`src/metering_mode_pkg.sv`:
```
// Purpose: Shared constants and types for the metering mode configuration.
// Assumes: Registers are 8 bits wide at fixed serial-port offsets.
// Notes: Field positions and reset values are named here only.
package metering_mode_pkg;
   localparam logic [7:0] waveform_mode_addr = 8'h0c;
   localparam logic [7:0] watt_mode_addr = 8'h0d;
   localparam logic [7:0] waveform_mode_reset = 8'h00;
   localparam logic [7:0] watt_mode_reset = 8'h3f;
   localparam int wave_src_lsb = 0;
   localparam int wave_rate_lsb = 3;
   localparam int line_var_bit = 5;
   localparam int line_term_lsb = 0;
   localparam int term_lsb = 3;
   localparam int formula_lsb = 6;
   localparam int pre_divide = 3;
   localparam int base_divide = 128;
   localparam int neg_power_lsb = 12;

   typedef enum logic [2:0] {
      src_volt_a, src_volt_b, src_volt_c,
      src_curr_a, src_curr_b, src_curr_c,
      src_rsvd_6, src_rsvd_7
   } wave_source_type;

   typedef enum logic [1:0] {
      formula_wye, formula_delta_b, formula_delta_c, formula_rsvd
   } watt_formula_type;

   // One phase sample set, voltages and currents
   typedef struct packed {
      logic signed [15:0] va;
      logic signed [15:0] vb;
      logic signed [15:0] vc;
      logic signed [15:0] ia;
      logic signed [15:0] ib;
      logic signed [15:0] ic;
   } phase_samples_type;

   // Register bus request on the serial-port side
   typedef struct packed {
      logic wr;
      logic rd;
      logic [7:0] addr;
      logic [7:0] data;
   } reg_req_type;
endpackage

```
`src/metering_mode_config.sv`:
```
// Purpose: Waveform and watt mode registers and the logic they steer.
// Assumes: Register requests arrive decoded from the serial port, one
//          cycle each; samples are synchronous to clock_in.
// Notes: The energy accumulators live elsewhere; this block hands them
//        gated power terms and routing choices.
`timescale 1ns/1ps
module metering_mode_config
   import metering_mode_pkg::*;
(
   input wire logic clock_in,
   input wire logic sys_rst_in,
   input wire logic clk_en_in,
   input wire metering_mode_pkg::reg_req_type req_in,
   input wire metering_mode_pkg::phase_samples_type samples_in,
   input wire logic signed [15:0] line_var_in,
   output logic [7:0] rd_data_out,
   output logic rd_valid_out,
   output logic signed [15:0] wave_sample_out,
   output logic wave_strobe_out,
   output logic signed [33:0] total_power_out,
   output logic signed [33:0] line_power_out,
   output logic line_reactive_route_out,
   output logic [2:0] neg_power_out
);
   import metering_mode_pkg::*;

   localparam int pw = 33;
   // Register images and the fields decoded from them
   logic [7:0] waveform_mode_reg;
   logic [7:0] watt_mode_reg;
   wave_source_type wave_source_select;
   logic [1:0] wave_rate_select;
   logic line_reactive_route;
   logic [2:0] line_watt_term_enable;
   logic [2:0] watt_term_enable;
   watt_formula_type watt_formula_select;

   // Host request path
   logic wr_wave_hit;
   logic wr_watt_hit;
   logic [7:0] next_waveform_mode;
   logic [7:0] next_watt_mode;
   logic [7:0] next_rd_data;

   // Waveform path
   logic signed [15:0] next_wave;
   logic rate_tick;

   // Power path
   logic signed [15:0] volt [3];
   logic signed [15:0] curr [3];
   logic signed [16:0] ia_ib;
   logic signed [16:0] ic_ib;
   logic signed [pw-1:0] term [3];
   logic signed [pw-1:0] phase_pwr [3];
   logic signed [pw-1:0] tot_gated [3];
   logic signed [pw-1:0] line_gated [3];
   logic signed [33:0] next_total;
   logic signed [33:0] line_formula;
   logic signed [33:0] next_line;
   logic [2:0] next_neg;

   ////////////////////////////////////////////////////////////////////
   // Register decode and field extraction
   assign wr_wave_hit = req_in.wr && (req_in.addr == waveform_mode_addr);
   assign wr_watt_hit = req_in.wr && (req_in.addr == watt_mode_addr);
   assign wave_source_select =
      wave_source_type'(waveform_mode_reg[wave_src_lsb +: 3]);
   assign wave_rate_select = waveform_mode_reg[wave_rate_lsb +: 2];
   assign line_reactive_route = waveform_mode_reg[line_var_bit];
   assign line_watt_term_enable = watt_mode_reg[line_term_lsb +: 3];
   assign watt_term_enable = watt_mode_reg[term_lsb +: 3];
   assign watt_formula_select =
      watt_formula_type'(watt_mode_reg[formula_lsb +: 2]);
   // Unmapped addresses read as zero
   assign next_rd_data =
      (req_in.addr == waveform_mode_addr) ? waveform_mode_reg :
      (req_in.addr == watt_mode_addr) ? watt_mode_reg : 8'h00;
   // A write lands at its edge, so a read in that cycle sees the old value
   assign next_waveform_mode =
      wr_wave_hit ? req_in.data : waveform_mode_reg;
   assign next_watt_mode = wr_watt_hit ? req_in.data : watt_mode_reg;

   // Clock enable low freezes registers and outputs alike; a request
   // offered during a freeze is dropped, not held for later
   always_ff @(posedge clock_in or posedge sys_rst_in) begin
      if (sys_rst_in) begin
         waveform_mode_reg <= waveform_mode_reset;
         watt_mode_reg <= watt_mode_reset;
         rd_data_out <= 8'h00;
         rd_valid_out <= 1'b0;
      end else if (clk_en_in) begin
         waveform_mode_reg <= next_waveform_mode;
         watt_mode_reg <= next_watt_mode;
         rd_valid_out <= req_in.rd;
         if (req_in.rd) rd_data_out <= next_rd_data;
      end
   end

   ////////////////////////////////////////////////////////////////////
   // Waveform sample path
   // The divider runs whatever the source, so a source change shows at
   // the next tick without restarting the sample period
   wave_rate_divider u_rate (
      .clock_in(clock_in),
      .sys_rst_in(sys_rst_in),
      .clk_en_in(clk_en_in),
      .rate_in(wave_rate_select),
      .strobe_out(rate_tick)
   );

   // Reserved sources give zero rather than an arbitrary channel
   always_comb begin
      case (wave_source_select)
         src_volt_a: next_wave = samples_in.va;
         src_volt_b: next_wave = samples_in.vb;
         src_volt_c: next_wave = samples_in.vc;
         src_curr_a: next_wave = samples_in.ia;
         src_curr_b: next_wave = samples_in.ib;
         src_curr_c: next_wave = samples_in.ic;
         default: next_wave = '0;
      endcase
   end

   always_ff @(posedge clock_in or posedge sys_rst_in) begin
      if (sys_rst_in) begin
         wave_sample_out <= '0;
         wave_strobe_out <= 1'b0;
      end else if (clk_en_in) begin
         wave_strobe_out <= rate_tick;
         if (rate_tick) wave_sample_out <= next_wave;
      end
   end

   ////////////////////////////////////////////////////////////////////
   // Active power formula
   assign ia_ib = 17'(samples_in.ia) - 17'(samples_in.ib);
   assign ic_ib = 17'(samples_in.ic) - 17'(samples_in.ib);

   // Phases in order A, B, C so that index g meets enable bit 2-g
   assign volt[0] = samples_in.va;
   assign volt[1] = samples_in.vb;
   assign volt[2] = samples_in.vc;
   assign curr[0] = samples_in.ia;
   assign curr[1] = samples_in.ib;
   assign curr[2] = samples_in.ic;

   always_comb begin
      case (watt_formula_select)
         formula_wye: begin
            term[0] = phase_pwr[0];
            term[1] = phase_pwr[1];
            term[2] = phase_pwr[2];
         end
         // Codes 1 and 2 drop the second term, so its enable gates only the phase B negative flag
         formula_delta_b: begin
            term[0] = pw'(samples_in.va * ia_ib);
            term[1] = '0;
            term[2] = pw'(samples_in.vc * ic_ib);
         end
         formula_delta_c: begin
            term[0] = pw'(samples_in.va * ia_ib);
            term[1] = '0;
            term[2] = phase_pwr[2];
         end
         // Reserved code contributes nothing
         default: begin
            term[0] = '0;
            term[1] = '0;
            term[2] = '0;
         end
      endcase
   end

   // Index 0 is the first term, enabled by the highest bit of each field
   genvar g;
   generate
      for (g = 0; g < 3; g++) begin : g_term
         // The plain product sign, whatever the formula, marks negative power
         assign phase_pwr[g] = pw'(volt[g] * curr[g]);
         assign tot_gated[g] = watt_term_enable[2-g] ? term[g] : '0;
         assign line_gated[g] =
            line_watt_term_enable[2-g] ? term[g] : '0;
         // Negative flags follow the total enables only, so a phase muted in watt_term_enable never reports
         assign next_neg[g] =
            watt_term_enable[2-g] && phase_pwr[g][pw-1];
      end
   endgenerate

   // Sums are one bit wider than a term so three full-scale terms fit
   assign next_total = 34'(tot_gated[0]) + 34'(tot_gated[1])
      + 34'(tot_gated[2]);
   assign line_formula = 34'(line_gated[0]) + 34'(line_gated[1])
      + 34'(line_gated[2]);
   // Line energy takes reactive power instead when routed
   assign next_line = line_reactive_route ? 34'(line_var_in)
      : line_formula;

   ////////////////////////////////////////////////////////////////////
   // Power output registers
   always_ff @(posedge clock_in or posedge sys_rst_in) begin
      if (sys_rst_in) begin
         total_power_out <= '0;
         line_power_out <= '0;
         line_reactive_route_out <= 1'b0;
         neg_power_out <= 3'h0;
      end else if (clk_en_in) begin
         total_power_out <= next_total;
         line_power_out <= next_line;
         line_reactive_route_out <= line_reactive_route;
         neg_power_out <= next_neg;
      end
   end
endmodule // metering_mode_config

```
`src/wave_rate_divider.sv`:
```
// Purpose: Generates the waveform sample strobe from the master clock.
// Assumes: Rate code may change at any time; the count is not restarted, and it wraps at the next pre_divide wrap if past the new end.
// Notes: Divides by pre_divide, then by base_divide shifted by the code.
`timescale 1ns/1ps
module wave_rate_divider
   import metering_mode_pkg::*;
(
   input wire logic clock_in,
   input wire logic sys_rst_in,
   input wire logic clk_en_in,
   input wire logic [1:0] rate_in,
   output logic strobe_out
);
   localparam int pre_w = 2;
   localparam int post_w = 10;
   logic [pre_w-1:0] pre_cnt;
   logic [post_w-1:0] post_cnt;
   logic [post_w-1:0] post_last;
   logic pre_wrap;

   ////////////////////////////////////////////////////////////////////
   assign pre_wrap = (pre_cnt == pre_w'(pre_divide - 1));
   assign post_last = post_w'((base_divide << rate_in) - 1);

   always_ff @(posedge clock_in or posedge sys_rst_in) begin
      if (sys_rst_in) begin
         pre_cnt <= '0;
         post_cnt <= '0;
         strobe_out <= 1'b0;
      end else if (clk_en_in) begin
         pre_cnt <= pre_wrap ? '0 : pre_cnt + 1'b1;
         strobe_out <= 1'b0;
         // Using >= so a shortened rate never strands the count high
         if (pre_wrap) begin
            if (post_cnt >= post_last) begin
               post_cnt <= '0;
               strobe_out <= 1'b1;
            end else begin
               post_cnt <= post_cnt + 1'b1;
            end
         end
      end
   end
endmodule // wave_rate_divider
```
`config.mk`:
```
export PLATFORM = sky130hd
export DESIGN_NAME = metering_mode_config
export DESIGN_NICKNAME = d
export VERILOG_FILES = /design/src/metering_mode_pkg.sv /design/src/metering_mode_config.sv /design/src/wave_rate_divider.sv
export SDC_FILE = /design/constraint.sdc
export NUM_CORES = 2
export LEC_CHECK = 0
export BUFFER_PORTS_ARGS = -buffer_cell sky130_fd_sc_hd__buf_2
export CAP_MARGIN = 20
export CORE_MARGIN = 2
export CORE_UTILIZATION = 66
export DETAILED_ROUTE_END_ITERATION = 7
export GPL_TIMING_DRIVEN = 1
export PLACE_DENSITY_LB_ADDON = 0.25
export SYNTH_ARGS = -nofsm -noshare
export SYNTH_HDL_FRONTEND = slang
export SYNTH_HIERARCHICAL = 1
export SYNTH_SLANG_ARGS = --single-unit
```
`constraint.sdc`:
```
create_clock -name clock_in -period 5.15 [get_ports clock_in]
set_input_delay 0.2575 -clock clock_in [delete_from_list [all_inputs] [get_ports clock_in]]
set_output_delay 0.2575 -clock clock_in [all_outputs]
set_load 0.01 [all_outputs]
```
==> flow_metrics.py <==
metrics = {
    "critical_path": {
        "worstSetupEndpointType": "flip-flop",
        "slowest_stage": "fa_1",
        "critPathMaxStageDelay_ns": 0.57,
        "crit_arrival_ns": 10.59,
        "worstSetupPathType": "input pin to flip-flop",
        "critical_path_peak_fanout": 6,
        "crit_top_cell": "fa_1",
        "critPathTopFamily": "adder cells",
        "critPathBufInv": 11,
        "worstPathRequired_ns": 5.46,
        "critPathLaunchType": "input pin",
    },
    "routing": {
        "drcViolationCount": 0,
        "drt_iter0_drc": 6357,
        "via_count": 62900,
        "avgRoutedWirePerCell_um": 24.9,
        "ant_nets": 0,
        "viasPerCell": 6.15,
        "drt_first_pass_iters": 8,
        "routed_wl_um": 255000,
    },
    "timing": {
        "setup_violations": 64,
        "finalCriticalPeriod_ns": 10.28,
        "fin_skew_ns": 0.0149,
        "tightest_slew_ns": 1.70,
        "finalHoldViolCount": 0,
        "rsz0062_at_grt": "yes",
        "slew_headroom": -0.142,
        "period_share": 2.00,
        "finalMaxSlewViolations": 2,
        "fmax_mhz": 97.2,
        "setup_ws_ns": -5.13,
        "final.setup.tns_ns": -242.86,
    },
    "synth": {
        "synthCells": 7632,
        "synth-seq-cells": 127,
        "syn_area_um2": 65700,
        "ys_seq_area_frac": 0.0485,
        "synthTopCellsByArea": "fa_1, ha_1, inv_1, nand2_1, and2_1",
        "ys.warnings.count": 6,
        "synthFlopType": "dfrtp_1",
        "avgSynthCellArea_um2": 8.61,
        "netlist.area_leader.share": 0.429,
        "yosysTopAreaCell": "fa_1",
        "synthesis.nets": 9687,
        "synth_edf_count": 0,
        "async_flop_share": 1.00,
        "synth.distinct_cells": 94,
    },
    "floorplanning": {
        "row_count": 115,
        "core_um2": 98600,
        "start_util": 0.667,
        "ios": 231,
        "die_area_um2": 102000,
        "die_h_um": 320,
        "fp.dieW_um": 320,
    },
    "grt": {
        "first_global_vias": 67100,
        "grt-ovfl-total": 0,
        "track_usage": 0.484,
        "grt_max_degree": 61,
        "grt_first_pass_wirelength_um": 374000,
        "antenna_found_initial": 21,
    },
    "cts": {
        "clockBufferDepth": 2,
        "cts_buffers": 17,
        "cts_root_buf": "clkbuf_16",
        "htreeDepth": 4,
        "cts_tree": "yes",
        "clk_latency_ns": 0.45,
        "clk_pin_slew_worst_paths_ns": 0.07,
        "cts_sinks": 127,
    },
    "layout": {
        "area_growth_pct": 26.8,
        "instances_no_fill": 10200,
        "layout_commonest_cell": "inv_1",
        "final_nets": 11000,
        "layout-drive-gt1-share": 0.264,
        "final_cell_mix": "inv_1, fa_1, buf_4, nand2_1, and2_1",
        "fillCellCount": 5471,
        "reg.largest.list": "line_power_out: 34 flops, total_power_out: 34 flops, wave_sample_out: 16 flops",
    },
    "job": {
        "max_cap_viol_count": 1,
    },
    "placement": {
        "place.gp.congestion": 1.05,
        "dp.cells": 10100,
        "dp_hpwl_um": 198000,
        "io_buffers": 230,
    },
    "hold_path": {
        "hold_class": "input pin to flip-flop",
    },
    "run_status": {
        "violations": "capacitance limit, slew limit, setup timing",
        "outcome": "finished with violations",
    },
}
## synthesized netlist by cell type, drive strengths merged (56+ instances only)
master	instances
mux2	56
dfrtp	121
nand2b	102
nand3	157
xnor2	163
nor2b	110
clkbuf	353
ha	514
and2	508
nor2	249
fa	1408
a21o	68
nor3	68
o21ai	175
a21oi	197
inv	1657
nand2	1017
xor2	59
## per-stage QoR
step                       util  hold WS [ns]  setup WS (ns)  cell area, µm²
after global placement    0.796         0.326          -5.53           78500
after floorplan               -         0.134          -4.49           67800
after detailed placement  0.796         0.332          -5.76           78500
after CTS                 0.824        0.0515          -4.75           81200
after global routing      0.845        0.0489          -5.43           83300
final                     0.845        0.0509          -5.13           83300
## what timing repair did
action                     in CTS  in global routing
pin swaps                     230                144
setup endpoints to repair      63                 63
hold endpoints to repair       64                  0
cloned                          0                  0
resized for setup             341                329
buffers inserted               56                 67
hold buffers                    1                  0
## metal layers
metal | vias to the layer above | global-route usage | wire length, µm
met3 | 1659 | 0.132 | 31300
met4 | 30 | 0.399 | 27900
li1 | 25900 | - | -
met5 | - | 0 | 401
met1 | 30800 | 0.557 | 82300
met2 | 4462 | 0.758 | 113000
## final timing paths
kind                                startpoint                    to  slack, ns  depth (start not counted)
max reg2reg                   watt_mode_reg[7]    line_power_out[17]      -0.57                         19
max in group asynchronous           sys_rst_in    wave_sample_out[2]       3.35                          4
min                                  req_in[7]  waveform_mode_reg[7]       0.05                          2
min in group asynchronous           sys_rst_in     u_rate/pre_cnt[1]       0.44                          3
max                             samples_in[16]   total_power_out[25]      -5.13                         49
min reg2reg                wave_sample_out[14]   wave_sample_out[14]       0.49                          2
## area by class of cell
| class | instances | area, µm² | share of cell area |
|---|---|---|---|
| Multi-Input combinational cell | 5480 | 58900 | 0.706 |
| Timing Repair Buffer | 1634 | 12800 | 0.153 |
| Inverter | 1660 | 6250 | 0.0750 |
| Sequential cell | 127 | 3190 | 0.0383 |
| Tap cell | 1287 | 1610 | 0.0193 |
| Clock buffer | 17 | 425 | 0.00511 |
| Clock inverter | 15 | 194 | 0.00233 |
| Antenna cell | 16 | 40.0 | 0.000480 |
## cells by family (layout without fill, tap and decap cells)
family,count (synthesis),after routing,share of synthesized area
AO/OA/AOI/OAI,864,864,0.0888
XOR/XNOR,222,222,0.0296
adder cells (fa/ha/maj),1922,1922,0.527
buffers and inverters,2025,3326,0.116
flip-flops,127,127,0.0485
multiplexers,93,93,0.0152
other,0,16,0
AND/OR/NAND/NOR,2379,2379,0.176
Power is not shown: default switching activity piles up to over one toggle a cycle in this logic, so the estimate is an artifact.
